### src/common/cms_pkg.sv
// Package: register map, field layout, gate codes and state types for the sequencer
package cms_pkg;

  // Register byte offsets
  localparam logic [5:0] ADDR_MODE = 6'h00;
  localparam logic [5:0] ADDR_LOAD = 6'h04;
  localparam logic [5:0] ADDR_HOLD = 6'h08;
  localparam logic [5:0] ADDR_CMD = 6'h0c;
  localparam logic [5:0] ADDR_STATUS = 6'h10;
  localparam logic [5:0] ADDR_COUNT = 6'h14;

  // Mode word field positions
  localparam int MODE_GATE_LSB = 12;
  localparam int MODE_GATE_MSB = 15;
  localparam int MODE_SPEC_BIT = 6;
  localparam int MODE_ALT_BIT = 5;
  localparam int MODE_REP_BIT = 4;

  // Command word bits
  localparam int CMD_ARM_BIT = 0;
  localparam int CMD_DISARM_BIT = 1;
  localparam int CMD_LOAD_BIT = 2;

  // Status word bits
  localparam int STAT_ARMED_BIT = 0;
  localparam int STAT_TC_BIT = 1;
  localparam int STAT_TGL_BIT = 2;
  localparam int STAT_SEQ_LSB = 4;
  localparam int STAT_SEQ_MSB = 5;

  // Gate control field codes
  localparam logic [3:0] GATE_NONE = 4'h0;
  localparam logic [3:0] GATE_LEVEL = 4'h1;
  localparam logic [3:0] GATE_EDGE = 4'h2;

  // Count values
  localparam logic [15:0] CNT_ONE = 16'h0001;
  localparam logic [15:0] CNT_ZERO = 16'h0000;
  localparam logic [31:0] RD_ZERO = 32'h0000_0000;

  // Sequencer phase, Gray coded along idle, wait, first, second
  typedef enum logic [1:0] {
    SEQ_IDLE = 2'b00,
    SEQ_WAIT = 2'b01,
    SEQ_RUN1 = 2'b11,
    SEQ_RUN2 = 2'b10
  } seq_t;

  // Avalon-MM request from the master
  typedef struct packed {
    logic read;
    logic write;
    logic [5:0] address;
    logic [31:0] writedata;
    logic [3:0] byteenable;
  } avm_req_t;

  // Avalon-MM answer to the master
  typedef struct packed {
    logic [31:0] readdata;
    logic waitrequest;
  } avm_rsp_t;

  // Whole state of the sequencer
  typedef struct packed {
    logic [1:0] src_sync;
    logic src_prev;
    logic [1:0] gate_sync;
    logic gate_prev;
    seq_t seq;
    logic [15:0] cnt;
    logic tc;
    logic tgl;
    logic [15:0] mode;
    logic [15:0] load;
    logic [15:0] hold;
    logic ack;
    logic [31:0] rdata;
  } cms_state_t;

  // Every field clears at reset, phase lands on idle
  localparam cms_state_t STATE_RST = '0;

endpackage

### src/logic/counter_mode_sequencer.sv
// Counter channel mode sequencer with an Avalon-MM register slave
`timescale 1ns/1ps
module counter_mode_sequencer (
  // Clock and reset
  input wire logic sys_clk,
  input wire logic rst_n,
  // Register bus
  input cms_pkg::avm_req_t avm_req,
  output cms_pkg::avm_rsp_t avm_rsp,
  // Counter pins
  input wire logic src_in,
  input wire logic gate_in,
  output logic tc_out,
  output logic tc_toggle_out
);
  import cms_pkg::*;

  // State register and its next value
  cms_state_t q;
  cms_state_t d;
  // Decoded mode, pin edges and bus strobes
  logic src_rise;
  logic gate_rise;
  logic is_edge;
  logic is_level;
  logic alt;
  logic rep;
  logic qualify;
  logic last_tc;
  logic wr_acc;
  logic rd_take;
  logic [15:0] cmd;

  ////////////////////////////////////////////////////////////////
  // Helpers

  // Byte-lane merge of a 16-bit register
  function automatic logic [15:0] merge16(
    input logic [15:0] old,
    input logic [31:0] wd,
    input logic [3:0] be
  );
    logic [15:0] r;
    r = old;
    if (be[0]) begin
      r[7:0] = wd[7:0];
    end
    if (be[1]) begin
      r[15:8] = wd[15:8];
    end
    return r;
  endfunction

  // Register read decode
  function automatic logic [31:0] reg_read(
    input cms_state_t s,
    input logic [5:0] a
  );
    logic [31:0] r;
    r = RD_ZERO;
    unique case (a)
      ADDR_MODE: r[15:0] = s.mode;
      ADDR_LOAD: r[15:0] = s.load;
      ADDR_HOLD: r[15:0] = s.hold;
      ADDR_COUNT: r[15:0] = s.cnt;
      ADDR_STATUS: begin
        r[STAT_ARMED_BIT] = (s.seq != SEQ_IDLE);
        r[STAT_TC_BIT] = s.tc;
        r[STAT_TGL_BIT] = s.tgl;
        r[STAT_SEQ_MSB:STAT_SEQ_LSB] = s.seq;
      end
      default: r = RD_ZERO;
    endcase
    return r;
  endfunction

  ////////////////////////////////////////////////////////////////
  // Mode decode and pin edges

  // Mode fields; special gate is stored only
  always_comb begin
    is_edge = (q.mode[MODE_GATE_MSB:MODE_GATE_LSB] == GATE_EDGE);
    is_level = (q.mode[MODE_GATE_MSB:MODE_GATE_LSB] == GATE_LEVEL);
    alt = q.mode[MODE_ALT_BIT];
    rep = q.mode[MODE_REP_BIT];
  end

  // Rising edges seen on second sync stage only
  assign src_rise = q.src_sync[1] & ~q.src_prev;
  assign gate_rise = q.gate_sync[1] & ~q.gate_prev;

  // Source edges that count outside terminal count
  always_comb begin
    unique case (q.seq)
      SEQ_IDLE: qualify = 1'b0;
      SEQ_WAIT: qualify = 1'b0;
      SEQ_RUN1, SEQ_RUN2: qualify = is_level ? q.gate_sync[1] : 1'b1;
    endcase
  end

  // Terminal count that ends the whole sequence
  assign last_tc = !alt || (q.seq == SEQ_RUN2);

  ////////////////////////////////////////////////////////////////
  // Bus strobes

  // Two-cycle access: wait one cycle, then answer
  always_comb begin
    wr_acc = avm_req.write && q.ack;
    rd_take = avm_req.read && !q.ack;
    cmd = merge16(CNT_ZERO, avm_req.writedata, avm_req.byteenable);
  end

  assign avm_rsp.waitrequest = (avm_req.read || avm_req.write) && !q.ack;
  assign avm_rsp.readdata = q.rdata;
  assign tc_out = q.tc;
  assign tc_toggle_out = q.tgl;

  ////////////////////////////////////////////////////////////////
  // Next state

  always_comb begin
    d = q;
    // Two-stage synchronisers
    d.src_sync = {q.src_sync[0], src_in};
    d.src_prev = q.src_sync[1];
    d.gate_sync = {q.gate_sync[0], gate_in};
    d.gate_prev = q.gate_sync[1];
    // Bus handshake
    d.ack = (avm_req.read || avm_req.write) && !q.ack;
    if (rd_take) begin
      d.rdata = reg_read(q, avm_req.address);
    end
    // Gate edge trigger, armed counters only
    if (q.seq == SEQ_WAIT && (!is_edge || gate_rise)) begin
      d.seq = SEQ_RUN1;
    end
    // Source edge handling
    if (src_rise) begin
      if (q.tc) begin
        // Leaving terminal count counts regardless of gate or arm
        d.tc = 1'b0;
        // Alternate modes reload Hold after the first terminal count
        d.cnt = (alt && q.seq == SEQ_RUN1) ? q.hold : q.load;
        if (q.seq == SEQ_RUN1 && alt) begin
          d.seq = SEQ_RUN2;
        end else if (q.seq != SEQ_IDLE && last_tc) begin
          if (!rep) begin
            d.seq = SEQ_IDLE;
          end else if (is_edge) begin
            d.seq = SEQ_WAIT;
          end else begin
            d.seq = SEQ_RUN1;
          end
        end
      end else if (qualify) begin
        // A count of one or zero enters terminal count on this edge
        if (q.cnt <= CNT_ONE) begin
          d.cnt = CNT_ZERO;
          d.tc = 1'b1;
          d.tgl = ~q.tgl;
        end else begin
          d.cnt = q.cnt - CNT_ONE;
        end
      end
    end
    // Register writes come last so software wins
    if (wr_acc) begin
      unique case (avm_req.address)
        ADDR_MODE: d.mode = merge16(q.mode, avm_req.writedata, avm_req.byteenable);
        ADDR_LOAD: d.load = merge16(q.load, avm_req.writedata, avm_req.byteenable);
        ADDR_HOLD: d.hold = merge16(q.hold, avm_req.writedata, avm_req.byteenable);
        ADDR_CMD: begin
          // Load restarts an alternate pair at its first phase
          if (cmd[CMD_LOAD_BIT]) begin
            d.cnt = q.load;
            d.tc = 1'b0;
            if (d.seq == SEQ_RUN2) begin
              d.seq = SEQ_RUN1;
            end
          end
          // Disarm beats any hardware restart in this cycle
          if (cmd[CMD_DISARM_BIT]) begin
            d.seq = SEQ_IDLE;
          end
          // Arm after a same-cycle disarm re-arms the counter
          if (cmd[CMD_ARM_BIT] && d.seq == SEQ_IDLE) begin
            d.seq = is_edge ? SEQ_WAIT : SEQ_RUN1;
          end
        end
        default: d.mode = d.mode;
      endcase
    end
  end

  // State register
  always_ff @(posedge sys_clk) begin
    if (!rst_n) begin
      q <= STATE_RST;
    end else begin
      q <= d;
    end
  end
endmodule

### config.mk
export PLATFORM = sky130hd
export DESIGN_NAME = counter_mode_sequencer
export DESIGN_NICKNAME = d
export VERILOG_FILES = /design/src/common/cms_pkg.sv /design/src/logic/counter_mode_sequencer.sv
export SDC_FILE = /design/constraint.sdc
export NUM_CORES = 1
export LEC_CHECK = 0
export BUFFER_PORTS_ARGS = -buffer_cell sky130_fd_sc_hd__buf_4
export CORE_UTILIZATION = 45
export CTS_CLUSTER_DIAMETER = 150
export CTS_CLUSTER_SIZE = 20
export DETAILED_ROUTE_END_ITERATION = 10
export PLACE_DENSITY_LB_ADDON = 0.2
export SLEW_MARGIN = 20
export SYNTH_ARGS = -nofsm -noshare
export SYNTH_HDL_FRONTEND = slang
export SYNTH_SLANG_ARGS = --single-unit
### constraint.sdc
create_clock -name sys_clk -period 2.2 [get_ports sys_clk]
set_input_delay 0.55 -clock sys_clk [delete_from_list [all_inputs] [get_ports sys_clk]]
set_output_delay 0.55 -clock sys_clk [all_outputs]
set_load 0.02 [all_outputs]
==> summary.md <==
| Metric | Value |
|---|---|
| Total via count in the routed design | 3891 |
| Number of rows created at floorplan | 36 |
| Arrival @ worst endpoint | 2.35 ns |
| Fraction of layout instances using a drive strength above 1 | 21.7% |
| Final Slew Violations | 0 |
| Type of the worst setup path | flop to flop |
| Setup-failing EPs final | 0 |
| Power share of the combinational group | 9.2% |
| Critical R2R Launch | q[91]$_SDFF_PN0_ |
| Count of flip-flops with a built-in enable after synthesis | 0 |
| Syn Std Cell Area | 4680 um2 |
| Portion of the post-synthesis area used by sequential elements | 38.9% |
| Synthesized area per cell | 9.44 um2 |
| Overflow after GRT | 0 |
| Antenna cell count | 0 |
| Max VDD drop | 455 uV |
| # port buffers | 48 |
| DR pass1 iterations | 6 |
| Sw Ratio | 25.4% |
| Critical path fanouts, max | 8 |
| Average wire length per cell after detail routing | 17.3 um |
| First-pass GRT wire length | 19300 um |
| Share of the core filled with cells | 55.4% |
| Number of synthesized register bits | 91 |
| Reg-to-Reg End | q[90]$_SDFF_PN0_ |
| Aggregate routed wire length | 11900 um |
| Critical path launch point type | flop |
| Least-Margin Pin Slew | 0.600 ns |
| Final setup slack of the worst path | 0.122 ns |
| Prevailing post-synth register cell | dfxtp_1 |
| Power per standard cell area | 549 nW/um2 |
| Initial core utilization | 47.2% |
| # hold bufs at CTS | 0 |
| Number of buffers on the longest clock path | 2 |
| Vertical die dimension | 104 um |
| TritonCTS clock tree | done |
| Worst path required time | 2.47 ns |
| Via-to-Cell Ratio | 5.64 |
| Final worst path period share | 94.5% |
| Destination of the critical timing path | q[90]$_SDFF_PN0_ |
| Hpwl dp | 8640 um |
| Highest-count cells in the layout ignoring fill and taps | dfxtp_1 (91), buf_4 (88), nor2b_1 (56) |
| H-Tree Level Count | 3 |
| Pin count of the biggest net entering global routing | 57 |
| Clk pin slew, worst setup/hold paths | 0.09 ns |
| Commonest non-fill, non-tap cell in the layout | dfxtp_1 |
| Fillers | 927 |
| Floorplan die area | 10800 um2 |
| Clock buffers created by TritonCTS | 9 |
| Number of remaining DRC errors | 0 |
| Length in cells of the worst reg-to-reg path | 6 |
| Core ar. | 9910 um2 |
| Number of nets in the layout | 602 |
| Maximum operating frequency | 0.481 GHz |
| Root buffer cell | clkbuf_8 |
| Post-route antenna net violation count | 0 |
| I/O Pins | 83 |
| Power share of the sequential group | 55.6% |
| Clk_lat worst skew | 0.38 ns |
| Number of standard cells after synthesis | 496 |
| Internal Power | 2.25 mW |
| Post-Place Setup Slack | -0.0265 ns |
| Number of antenna violations at the first check in global routing | 0 |
| Leak pwr | 2.33 nW |
| Setup repair after global routing missed its margin | no |
| Horiz. Die Dim | 104 um |
| Clk sinks | 91 |
| 1st-iter DRT viols | 326 |
| Via count of the first global-routing pass | 3696 |
| Worst setup path start | q[91]$_SDFF_PN0_ |
| Placer congestion estimate | 0.888 |
| Area growth from synthesis to layout | 17.3% |
| Hold/Removal Path Class | primary input to flop |
| Capturing element type of the critical path | flop |
| Status | finished clean |
| Headroom to the max-slew limit | 60.0% |
| Maximum Capacitance Violations | 0 |
| Count of yosys warnings during synthesis | 0 |
| Total Neg Setup Slack | 0 ns |
| Final worst clock skew | 0.0102 ns |
| Synth unique cells | 52 |
| Final hold violation count | 0 |
| Combined global-route utilization of all metal layers | 22.9% |
| Reported net switching power | 765 uW |
| Async set-or-reset flop fraction in the synthesized netlist | 0% |
| Slack of the worst reg-to-reg path | 0.12 ns |
| Clock power frac | 35.3% |
| Period minus WS final | 2.08 ns |
-- worst min-delay path by stage --
| stage | start | endpoint | slack, ns | depth (start not counted) |
|---|---|---|---|---|
| detailed placement | d[103]$_SDFF_PN0_ | d[101]$_SDFF_PN0_ | 0.42 | 1 |
| finish | gate_in | d[103]$_SDFF_PN0_ | 0.38 | 2 |
| floorplan | d[103]$_SDFF_PN0_ | d[101]$_SDFF_PN0_ | 0.41 | 1 |
| global placement | d[106]$_SDFF_PN0_ | d[104]$_SDFF_PN0_ | 0.42 | 1 |
| global route | gate_in | d[103]$_SDFF_PN0_ | 0.37 | 2 |
| CTS | gate_in | d[103]$_SDFF_PN0_ | 0.36 | 2 |
-- logic make-up after synthesis --
group           Yosys count  synth area share [%]
xor+xnor                 13                  2.43
simple gates            162                  20.7
mux                      50                  10.7
fa+ha+maj                 2                 0.534
compound gates          110                  18.3
buf+inv                  67                  8.34
other cells               1                0.0801
flops                    91                  38.9
-- synth_stat cells, types with 3 or more instances --
| cell | instances | share of area, % |
|---|---|---|
| a21oi_1 | 9 | 0.96 |
| a221o_1 | 15 | 3.2 |
| a22o_1 | 11 | 2.1 |
| a22oi_1 | 42 | 6.7 |
| a31oi_1 | 7 | 0.94 |
| a32o_1 | 4 | 0.86 |
| and2_1 | 9 | 1.2 |
| and3_1 | 4 | 0.53 |
| and4_1 | 3 | 0.56 |
| buf_2 | 5 | 0.53 |
| buf_4 | 33 | 5.3 |
| clkbuf_1 | 23 | 1.8 |
| dfxtp_1 | 91 | 39 |
| inv_1 | 4 | 0.32 |
| mux2i_1 | 48 | 10 |
| nand2_1 | 20 | 1.6 |
| nand2b_1 | 3 | 0.40 |
| nand3_1 | 8 | 0.86 |
| nand3b_1 | 5 | 0.80 |
| nand4_1 | 5 | 0.67 |
| nand4b_1 | 3 | 0.56 |
| nor2_1 | 27 | 2.2 |
| nor2b_1 | 56 | 7.5 |
| nor3_1 | 3 | 0.32 |
| o21ai_0 | 10 | 1.1 |
| xnor2_1 | 12 | 2.2 |
-- registers in the layout (all words and copies together) (netlist names) --
| signal | flops |
|---|---|
| alt | 1 |
| tc_out | 1 |
| q | 68 |
| tc_toggle_out | 1 |
| d | 4 |
| avm_rsp | 16 |
-- final cells by class --
class / count / area, um2 / share of cell area, %
Clock inverter: 4 / 25.0 / 0.456
Sequential cell: 91 / 1820 / 33.2
Inverter: 4 / 15.0 / 0.273
Timing Repair Buffer: 93 / 761 / 13.9
Tap cell: 133 / 166 / 3.03
Multi-Input combinational cell: 353 / 2550 / 46.4
Clock buffer: 12 / 155 / 2.83
-- power groups by stage --
stage	logic [mW]	registers (mW)	clock network [mW]
CTS	0.273	1.68	1.09
detailed placement	0.272	1.71	0
floorplan	0.176	1.71	0
global placement	0.269	1.71	0
global route	0.299	1.68	1.16
finish	0.276	1.68	1.06
-- worst max-delay path, stage by stage (launching register included) --
cell and delay, ns:
dfxtp_1 0.38, or3_1 0.46, nor4_2 0.25, and3_1 0.30, nor4_4 0.09, buf_12 0.17, a221o_1 0.31
-- what timing repair did --
action,4_1_cts,5_1_grt
hold endpoints to repair,0,0
gates resized for setup,0,4
endpoints found under the setup margin,0,9
buffers inserted,0,0
-- stage by stage --
| step | power [mW] | hold WS [ns] | std cells | instance area, um2 |
|---|---|---|---|---|
| 4_1_cts | 3.04 | 0.364 | 690 | 5470 |
| 3_3_place_gp | 1.98 | 0.423 | 674 | 5290 |
| 3_5_place_dp | 1.99 | 0.424 | 674 | 5290 |
| 6_report | 3.02 | 0.378 | 690 | 5490 |
| 5_1_grt | 3.14 | 0.365 | 690 | 5490 |
| 2_1_floorplan | 1.89 | 0.412 | 511 | 4740 |
-- layer usage --
layer | vias to the layer above | track usage, % | wire length (um)
met5 | - | 0 | 0
met4 | 0 | 8.27 | 230
met3 | 21 | 5.45 | 671
met2 | 151 | 36.2 | 5430
met1 | 1843 | 30.4 | 5590
li1 | 1876 | - | -
No activity file was read; power rests on OpenSTA's default activity.
